## config.mk

```make
export PLATFORM = sky130hd
export DESIGN_NAME = mimc_top
export DESIGN_NICKNAME = d
export VERILOG_FILES = /design/src/mimc_pkg.sv /design/src/mimc_top.sv
export VERILOG_INCLUDE_DIRS = /design/src
export SDC_FILE = /design/constraint.sdc
export NUM_CORES = 1
export LEC_CHECK = 0
export ABC_AREA = 1
export BUFFER_PORTS_ARGS = -buffer_cell sky130_fd_sc_hd__buf_2
export CORE_MARGIN = 3
export CORE_UTILIZATION = 30
export DETAILED_ROUTE_END_ITERATION = 16
export HOLD_SLACK_MARGIN = 0.1
export PLACE_DENSITY = 0.55
export SYNTH_ARGS = -nofsm -noshare
export SYNTH_HDL_FRONTEND = slang
export SYNTH_SLANG_ARGS = --single-unit
```

## constraint.sdc

```tcl
create_clock -name clk_i -period 1.33 [get_ports clk_i]
set_clock_uncertainty 0.2 [all_clocks]
set_input_delay 0.399 -clock clk_i [delete_from_list [all_inputs] [get_ports clk_i]]
set_output_delay 0.399 -clock clk_i [all_outputs]
set_load 0.02 [all_outputs]
```

## src/mimc_cfg.svh

```systemverilog
// Offsets, field positions, reset values and constants of the mode control bank
`ifndef MIMC_CFG_SVH
`define MIMC_CFG_SVH
`define MIMC_ADDR_W            16
`define MIMC_MODE_OFS          16'h209C
`define MIMC_SCRATCH_OFS       16'h21D0
`define MIMC_RDRET_OFS         16'h20FC
`define MIMC_MODE_RST          16'h0000
`define MIMC_SCRATCH_RST       16'h0307
`define MIMC_RDRET_RST         16'h0000
`define MIMC_MODE_WMASK        16'hEDEF
`define MIMC_SCRATCH_WMASK     16'h7FFF
`define MIMC_RDRET_WMASK       16'h817F
`define MIMC_MASK_LSB          16
`define MIMC_MODE_SUSPEND      15
`define MIMC_MODE_ASYNC_FLIP   14
`define MIMC_MODE_FLUSH_PERF   13
`define MIMC_MODE_INV_UPD      11
`define MIMC_MODE_POW2_FENCE   10
`define MIMC_MODE_RINGS_IDLE   9
`define MIMC_MODE_STOP_RINGS   8
`define MIMC_MODE_VS_LRA       7
`define MIMC_MODE_VS_TIMER     6
`define MIMC_MODE_FBC_MOD      5
`define MIMC_MODE_BIG_BATCH    3
`define MIMC_MODE_PC_DEPTH     2
`define MIMC_MODE_DUMMY_DIS    1
`define MIMC_MODE_IDMASK_DIS   0
`define MIMC_SCR_DUAL_DIS      14
`define MIMC_SCR_CLIP_SW       12
`define MIMC_SCR_BAD_VTX       9
`define MIMC_RDRET_LOOPBACK    15
`define MIMC_RDRET_CURSOR      3
`define MIMC_RDRET_SPRITE_A    2
`define MIMC_NUM_CLIENTS       5
`define MIMC_DATA_W            32
`define MIMC_PTR_W             32
`define MIMC_LFSR_SEED         32'hACE1_2468
`define MIMC_LFSR_TAPS         32'h8020_0003
`define MIMC_VS_BATCH          2'h2
`define MIMC_PC_DEPTH_DEEP     4'h8
`define MIMC_PC_DEPTH_SHALLOW  4'h4
`endif

```

## src/mimc_pkg.sv

```systemverilog
// Types shared by the mode control bank
package mimc_pkg;
    // Read data for one display or fetch client
    typedef struct packed {
        logic        vld;
        logic [31:0] data;
    } mimc_rdata_s;

    // Steering outputs decoded from the mode and scratch registers
    typedef struct packed {
        logic       stall_in_streamer;
        logic       slow_restore;
        logic       pow2_fences;
        logic       vs_lra;
        logic       vs_timer_en;
        logic [1:0] vs_batch;
        logic       fbc_watch;
        logic [3:0] pc_depth;
        logic       dual_dispatch_off;
        logic [1:0] clip_mode;
        logic       bad_vtx_must_clip;
    } mimc_ctrl_s;
endpackage

```

## src/mimc_top.sv

```systemverilog
// Mode, scratch and read-return select registers with their steering logic
`timescale 1ns/10ps
`include "mimc_cfg.svh"

module mimc_top (
    input  wire logic                        clk_i,
    input  wire logic                        arst_n_i,
    // Memory-mapped register port
    input  wire logic                        reg_wr_i,
    input  wire logic                        reg_rd_i,
    input  wire logic [`MIMC_ADDR_W-1:0]     reg_addr_i,
    input  wire logic [31:0]                 reg_wdata_i,
    output logic      [31:0]                 reg_rdata_o,
    output logic                             reg_rvld_o,
    // Client read returns: 0 plane A, 1 plane B, 2 plane C, 3 cursor, 4 sprite A
    input  mimc_pkg::mimc_rdata_s [`MIMC_NUM_CLIENTS-1:0] mem_rdata_i,
    output mimc_pkg::mimc_rdata_s [`MIMC_NUM_CLIENTS-1:0] cli_rdata_o,
    // Command parser and ring status
    input  wire logic                        parser_idle_i,
    input  wire logic                        arb_idle_i,
    output logic                             rings_stop_o,
    // Ring head update pointer
    input  wire logic [`MIMC_PTR_W-1:0]      head_ptr_i,
    input  wire logic [`MIMC_PTR_W-1:0]      upd_ptr_i,
    input  wire logic                        upd_ptr_vld_i,
    output logic                             upd_ptr_clr_o,
    // Flush handling
    input  wire logic                        flush_req_i,
    input  wire logic                        flush_done_i,
    output logic                             flush_go_o,
    output logic                             flush_held_o,
    output logic                             dummy_rd_o,
    // Interrupt masking and batch check
    input  wire logic                        int_ack_pend_i,
    output logic                             id_int_mask_o,
    input  wire logic                        batch_big_i,
    output logic                             batch_refuse_o,
    // Decoded steering
    output mimc_pkg::mimc_ctrl_s             ctrl_o
);

    logic [15:0]             mode_r;
    logic [15:0]             scratch_r;
    logic [15:0]             rdret_r;
    logic [31:0]             lfsr_r;
    logic [31:0]             lfsr_nxt;
    logic                    idle_r;
    logic                    mode_wr;
    logic                    scratch_wr;
    logic                    rdret_wr;
    // Steering flops behind ctrl_o
    logic                    flip_stall_r;
    logic                    slow_restore_r;
    logic                    pow2_r;
    logic                    vs_lra_r;
    logic                    vs_timer_r;
    logic [1:0]              vs_batch_r;
    logic                    fbc_watch_r;
    logic [3:0]              pc_depth_r;
    logic                    dual_off_r;
    logic [1:0]              clip_mode_r;
    logic                    bad_clip_r;
    logic [15:0]             mode_rd;
    logic [31:0]             rdata_nxt;
    logic [`MIMC_NUM_CLIENTS-1:0] rand_sel;

    // Masked merge: only bits with mask set and implemented may change
    function automatic logic [15:0] mimc_merge(input logic [15:0] old_v,
                                               input logic [31:0] wr_v,
                                               input logic [15:0] impl_v);
        logic [15:0] en_v;
        en_v = wr_v[31:`MIMC_MASK_LSB] & impl_v;
        return (old_v & ~en_v) | (wr_v[15:0] & en_v);
    endfunction

    // Write strobes per register
    assign mode_wr    = reg_wr_i && (reg_addr_i == `MIMC_MODE_OFS);
    assign scratch_wr = reg_wr_i && (reg_addr_i == `MIMC_SCRATCH_OFS);
    assign rdret_wr   = reg_wr_i && (reg_addr_i == `MIMC_RDRET_OFS);

    // Mode register write
    always_ff @(posedge clk_i or negedge arst_n_i) begin
        if (!arst_n_i) begin
            mode_r <= `MIMC_MODE_RST;
        end else if (mode_wr) begin
            mode_r <= mimc_merge(mode_r, reg_wdata_i, `MIMC_MODE_WMASK);
        end
    end

    // Scratch pad write
    always_ff @(posedge clk_i or negedge arst_n_i) begin
        if (!arst_n_i) begin
            scratch_r <= `MIMC_SCRATCH_RST;
        end else if (scratch_wr) begin
            scratch_r <= mimc_merge(scratch_r, reg_wdata_i, `MIMC_SCRATCH_WMASK);
        end
    end

    // Read-return select write
    always_ff @(posedge clk_i or negedge arst_n_i) begin
        if (!arst_n_i) begin
            rdret_r <= `MIMC_RDRET_RST;
        end else if (rdret_wr) begin
            rdret_r <= mimc_merge(rdret_r, reg_wdata_i, `MIMC_RDRET_WMASK);
        end
    end

    // Live idle status of parser and arbiter
    always_ff @(posedge clk_i or negedge arst_n_i) begin
        if (!arst_n_i) begin
            idle_r <= 1'b0;
        end else begin
            idle_r <= parser_idle_i & arb_idle_i;
        end
    end

    // Read mux; mask halves and reserved bits return zero
    always_comb begin
        mode_rd = mode_r;
        mode_rd[`MIMC_MODE_RINGS_IDLE] = idle_r;
        case (reg_addr_i)
            `MIMC_MODE_OFS:    rdata_nxt = {16'h0000, mode_rd};
            `MIMC_SCRATCH_OFS: rdata_nxt = {16'h0000, scratch_r};
            `MIMC_RDRET_OFS:   rdata_nxt = {16'h0000, rdret_r};
            default:           rdata_nxt = 32'h0000_0000;
        endcase
    end

    // Read answer pulse one cycle after the strobe
    always_ff @(posedge clk_i or negedge arst_n_i) begin
        if (!arst_n_i) begin
            reg_rvld_o <= 1'b0;
        end else begin
            reg_rvld_o <= reg_rd_i;
        end
    end

    // Read data, zero when no read is answered
    always_ff @(posedge clk_i or negedge arst_n_i) begin
        if (!arst_n_i) begin
            reg_rdata_o <= 32'h0000_0000;
        end else begin
            reg_rdata_o <= reg_rd_i ? rdata_nxt : 32'h0000_0000;
        end
    end

    // On-chip random data generator
    always_comb begin
        lfsr_nxt = {1'b0, lfsr_r[31:1]};
        if (lfsr_r[0]) begin
            lfsr_nxt = lfsr_nxt ^ `MIMC_LFSR_TAPS;
        end
    end

    always_ff @(posedge clk_i or negedge arst_n_i) begin
        if (!arst_n_i) begin
            lfsr_r <= `MIMC_LFSR_SEED;
        end else begin
            lfsr_r <= lfsr_nxt;
        end
    end

    // Per-client select, effective only with loopback enabled
    assign rand_sel[2:0] = rdret_r[2:0] & {3{rdret_r[`MIMC_RDRET_LOOPBACK]}};
    assign rand_sel[3]   = rdret_r[`MIMC_RDRET_CURSOR]
                           & rdret_r[`MIMC_RDRET_LOOPBACK];
    assign rand_sel[4]   = rdret_r[`MIMC_RDRET_SPRITE_A]
                           & rdret_r[`MIMC_RDRET_LOOPBACK];

    // Read return mux, one stage per client
    genvar gi;
    generate
        for (gi = 0; gi < `MIMC_NUM_CLIENTS; gi = gi + 1) begin : g_cli
            always_ff @(posedge clk_i or negedge arst_n_i) begin
                if (!arst_n_i) begin
                    cli_rdata_o[gi] <= '0;
                end else begin
                    cli_rdata_o[gi].vld  <= mem_rdata_i[gi].vld;
                    cli_rdata_o[gi].data <= rand_sel[gi]
                                            ? (lfsr_r ^ 32'(gi))
                                            : mem_rdata_i[gi].data;
                end
            end
        end
    endgenerate

    // Ring stop request toward parser and arbiter
    always_ff @(posedge clk_i or negedge arst_n_i) begin
        if (!arst_n_i) begin
            rings_stop_o <= 1'b0;
        end else begin
            rings_stop_o <= mode_r[`MIMC_MODE_STOP_RINGS];
        end
    end

    // Update pointer invalidate once the head pointer catches up
    always_ff @(posedge clk_i or negedge arst_n_i) begin
        if (!arst_n_i) begin
            upd_ptr_clr_o <= 1'b0;
        end else begin
            upd_ptr_clr_o <= mode_r[`MIMC_MODE_INV_UPD] & upd_ptr_vld_i
                             & (head_ptr_i == upd_ptr_i);
        end
    end

    // Flush passed straight on while suspend is set
    always_ff @(posedge clk_i or negedge arst_n_i) begin
        if (!arst_n_i) begin
            flush_go_o <= 1'b0;
        end else begin
            flush_go_o <= flush_req_i & mode_r[`MIMC_MODE_SUSPEND];
        end
    end

    // Held flush flag, sticky until reset; shows the cycle after the request
    always_ff @(posedge clk_i or negedge arst_n_i) begin
        if (!arst_n_i) begin
            flush_held_o <= 1'b0;
        end else if (flush_req_i && !mode_r[`MIMC_MODE_SUSPEND]) begin
            flush_held_o <= 1'b1;
        end
    end

    // Closing dummy read after each stream flush
    always_ff @(posedge clk_i or negedge arst_n_i) begin
        if (!arst_n_i) begin
            dummy_rd_o <= 1'b0;
        end else begin
            dummy_rd_o <= flush_done_i & ~mode_r[`MIMC_MODE_DUMMY_DIS];
        end
    end

    // Identity interrupt masking while an acknowledge is pending
    always_ff @(posedge clk_i or negedge arst_n_i) begin
        if (!arst_n_i) begin
            id_int_mask_o <= 1'b0;
        end else begin
            id_int_mask_o <= int_ack_pend_i & ~mode_r[`MIMC_MODE_IDMASK_DIS];
        end
    end

    // Oversized physical batch refusal
    always_ff @(posedge clk_i or negedge arst_n_i) begin
        if (!arst_n_i) begin
            batch_refuse_o <= 1'b0;
        end else begin
            batch_refuse_o <= batch_big_i & ~mode_r[`MIMC_MODE_BIG_BATCH];
        end
    end

    // Flip stall placement and restore flavour
    always_ff @(posedge clk_i or negedge arst_n_i) begin
        if (!arst_n_i) begin
            flip_stall_r   <= 1'b0;
            slow_restore_r <= 1'b0;
        end else begin
            flip_stall_r   <= mode_r[`MIMC_MODE_ASYNC_FLIP];
            slow_restore_r <= mode_r[`MIMC_MODE_FLUSH_PERF];
        end
    end

    // Power-of-two fence hint
    always_ff @(posedge clk_i or negedge arst_n_i) begin
        if (!arst_n_i) begin
            pow2_r <= 1'b0;
        end else begin
            pow2_r <= mode_r[`MIMC_MODE_POW2_FENCE];
        end
    end

    // Vertex shader cache mode, dispatch timer and batch size
    always_ff @(posedge clk_i or negedge arst_n_i) begin
        if (!arst_n_i) begin
            vs_lra_r   <= 1'b0;
            vs_timer_r <= 1'b0;
            vs_batch_r <= 2'h0;
        end else begin
            vs_lra_r   <= mode_r[`MIMC_MODE_VS_LRA];
            vs_timer_r <= mode_r[`MIMC_MODE_VS_TIMER];
            vs_batch_r <= mode_r[`MIMC_MODE_VS_TIMER]
                          ? 2'h1 : `MIMC_VS_BATCH;
        end
    end

    // Compression watch enable
    always_ff @(posedge clk_i or negedge arst_n_i) begin
        if (!arst_n_i) begin
            fbc_watch_r <= 1'b0;
        end else begin
            fbc_watch_r <= mode_r[`MIMC_MODE_FBC_MOD];
        end
    end

    // Outstanding pipe control depth
    always_ff @(posedge clk_i or negedge arst_n_i) begin
        if (!arst_n_i) begin
            pc_depth_r <= 4'h0;
        end else begin
            pc_depth_r <= mode_r[`MIMC_MODE_PC_DEPTH]
                          ? `MIMC_PC_DEPTH_SHALLOW
                          : `MIMC_PC_DEPTH_DEEP;
        end
    end

    // Scratch pad fixes for vertex dispatch and the clipper
    always_ff @(posedge clk_i or negedge arst_n_i) begin
        if (!arst_n_i) begin
            dual_off_r  <= 1'b0;
            clip_mode_r <= 2'h0;
            bad_clip_r  <= 1'b0;
        end else begin
            dual_off_r  <= scratch_r[`MIMC_SCR_DUAL_DIS];
            clip_mode_r <= {scratch_r[`MIMC_SCR_CLIP_SW],
                            scratch_r[`MIMC_SCR_BAD_VTX]};
            bad_clip_r  <= scratch_r[`MIMC_SCR_BAD_VTX];
        end
    end

    // Steering word, wired from the flops above
    assign ctrl_o = '{
        stall_in_streamer: flip_stall_r,
        slow_restore:      slow_restore_r,
        pow2_fences:       pow2_r,
        vs_lra:            vs_lra_r,
        vs_timer_en:       vs_timer_r,
        vs_batch:          vs_batch_r,
        fbc_watch:         fbc_watch_r,
        pc_depth:          pc_depth_r,
        dual_dispatch_off: dual_off_r,
        clip_mode:         clip_mode_r,
        bad_vtx_must_clip: bad_clip_r
    };

endmodule

```

==> impl_metrics.json <==
{
  "endpoint": "cli_rdata_o[67]",
  "final.period_utilization": 1.32,
  "port_buffers": 490,
  "top_level_ports": 509,
  "cts.path.max_buffers": 3,
  "postRouteWirelength_um": 52600,
  "design.final.nets": 2250,
  "synth.yosys.warnings": 0,
  "antenna_found_initial": 2,
  "grt_remaining_overflow": 0,
  "cts.clk_slew.worst_paths_ns": 0.06,
  "layout_setup_ws_ns": -0.425,
  "dp_hpwl_um": 30200,
  "initial_core_util": 0.308,
  "final_cells": 2441,
  "fp.coreArea_mm2": 0.0351,
  "crit_buf_inv": 1,
  "cp_data_arrival_time_ns": 1.16,
  "timing.critical_path.required_ns": 0.73,
  "syn_inst": 1169,
  "slowest_stage": "dfrtp_1",
  "route.vias.total": 11575,
  "crit_path_end_kind": "output port",
  "post_synth_num_cell_types": 29,
  "cts_root_buffer": "clkbuf_16",
  "cts-buffers-inserted": 29,
  "globalRouteTotalUtil": 0.246,
  "min_path_type": "input pin to flop",
  "drt_pass1_iterations": 7,
  "ant_nets_after_route": 0,
  "rsz0062_at_grt": "yes",
  "die_area_mm2": 0.0384,
  "r2r_end": "cli_rdata_o[18]",
  "post-layout-total-power_w": 0.0195,
  "ys_seq_area_frac": 0.629,
  "synth_area_per_cell_um2": 9.25,
  "tritoncts_clock_tree": "yes",
  "die_height_um": 196,
  "synth.ff_latch_count": 271,
  "critical-path-max-stage-delay_ns": 0.44,
  "ir_drop_mv": 0.845,
  "synthTopCellsByArea": "dfrtp_1 (59%), nand2_1 (15%), o21ai_0 (4.9%), dfstp_2 (4.4%), inv_1 (3.4%)",
  "crit_start": "cli_rdata_o[67]",
  "grt_first_pass_wirelength_um": 72100,
  "grt_pass1_vias": 12179,
  "syn-cell-area_mm2": 0.0108,
  "cts.sinks": 271,
  "floorplan.die.width_um": 196,
  "fin_crit_ns": 1.75,
  "min_delay_path_depth": 5,
  "avgViaCountPerCell": 4.74,
  "reg2reg_slack_ns": -0.21,
  "drive_above_1_share": 0.484,
  "detail_route.iter0.violations": 454,
  "critical_path_depth": 1,
  "place.gp.congestion": 0.844,
  "drv_cap": 0,
  "reg2regPathDepth": 7,
  "fin_hold_ws_ns": 0.101,
  "maxSlewViolCount": 0,
  "numPlacedInstances": 2107,
  "timing_worst_setup_path_type": "flop to output port",
  "wl_per_cell_um": 21.5,
  "power_density_mw_per_mm2": 915,
  "leakagePower_nw": 10.9,
  "synthDominantCellAreaShare": 0.586,
  "synth_enable_flop_cells": 0,
  "drt_drc_violations_left": 0,
  "fp-row-count": 68,
  "critical_path.max_fanout": 1,
  "cp_cell_sequence": "buf_6",
  "max_freq_ghz": 0.570,
  "family_of_cells_with_the_greatest_summed_delay_on_the_critical_path": "flip-flops",
  "start_kind": "flop",
  "netlist.top_cell.by_area": "dfrtp_1",
  "cts-htree-levels": 1,
  "post-route-util": 0.608,
  "asyncSetResetFlopFracSynth": 1.00,
  "run_status": "finished, violations left",
  "report.final.setup_viol": 353,
  "violations_in_the_final_reports": "setup timing",
  "maximum_number_of_pins_on_one_net_before_global_route_repair": 45,
  "hold_viol_final": 0,
  "synthToLayoutAreaGrowth_pct": 97.0,
  "postSynth.topFlopCell": "dfrtp_1",
  "clock_latency_ns": 0.55
}
## metal layers
layer  vias up  part of all wire  GRT usage  routed length (um)
li1       5230                 -          -                   -
met1      5613              0.36      0.277               19100
met2       582              0.51      0.448               27000
met3       150             0.072     0.0568                3800
met4         0             0.051      0.103                2700
met5         -                 0          0                   0
## where the power goes
group / total (W) / leakage (nW) / internal [W] / switching (W)
sequential: 0.00867 / 3.31 / 0.00851 / 0.000161
clock: 0.00774 / 0.435 / 0.00439 / 0.00335
combinational: 0.00307 / 7.14 / 0.00159 / 0.00148
total: 0.0195 / 10.9 / 0.0145 / 0.00499
## how the worst min path moves through the flow
stage	startpoint	to	slack, ns
2_1_floorplan	arst_n_i	async pin	-0.1
3_3_place_gp	arst_n_i	cli_rdata_o[105]	0.03
3_5_place_dp	arst_n_i	cli_rdata_o[40]	0.03
4_1_cts	head_ptr_i[25]	upd_ptr_clr_o	0.09
5_1_grt	upd_ptr_i[30]	upd_ptr_clr_o	0.13
6_report	upd_ptr_i[30]	upd_ptr_clr_o	0.10
## synth_stat cells (all sizes together) (5+ instances only)
library cell / count
buf: 45
clkbuf: 31
dfrtp: 253
dfstp: 18
inv: 100
nand2: 425
nand3: 69
nand4: 32
nor2: 73
o21ai: 105
xnor2: 5
xor2: 6
## logic make-up after synthesis
logic type      Yosys count  synth area share
other cells               1          0.000347
compound gates          108            0.0505
mux                       1           0.00104
simple gates            601             0.233
xor+xnor                 11           0.00891
flops                   271             0.629
buf+inv                 176            0.0771
## cell type report
class / count / area (um2)
Clock buffer: 44 / 812
Timing Repair Buffer: 820 / 7950
Multi-Input combinational cell: 740 / 4690
Inverter: 100 / 394
Fill cell: 2671 / 13800
Tap cell: 455 / 569
Clock inverter: 9 / 76.3
Sequential cell: 271 / 6810
Antenna cell: 2 / 5.00
## layout by cell type, fill, tap and decap left out, drive strengths merged
| cell | instances |
|---|---|
| diode | 2 |
| dlymetal6s4s | 4 |
| conb | 18 |
| o21ai | 105 |
| a21oi | 1 |
| xnor2 | 5 |
| nand3 | 69 |
| nand4 | 32 |
| dfstp | 18 |
| nor2 | 73 |
| clkinvlp | 2 |
| o211ai | 1 |
| xor2 | 6 |
| dlygate4sd3 | 217 |
| inv | 100 |
| a21o | 1 |
| nand2 | 426 |
| nor3 | 2 |
| mux2 | 1 |
| clkinv | 6 |
| dfrtp | 253 |
| buf | 590 |
| bufinv | 1 |
| clkbuf | 53 |
## per-stage QoR
stage                     setup slack [ns]  instance area (um2)  TNS (ns)
after floorplan                     -0.289                11000     -9.50
after global placement              -0.452                14200    -23.99
after detailed placement            -0.482                14200    -25.45
after CTS                           -0.433                20200   -100.81
after global routing                -0.431                21300    -95.80
final                               -0.425                21300    -84.62
## timing repair
action / in CTS / in global routing
setup endpoints to repair: 313 / 382
gates resized for setup: 623 / 336
gates cloned: 28 / 12
pin swaps: 5 / 20
setup buffers: 23 / 9
hold buffers: 221 / 0
endpoints found under the hold margin: 495 / 0
Power figures use the tool's default switching activity.
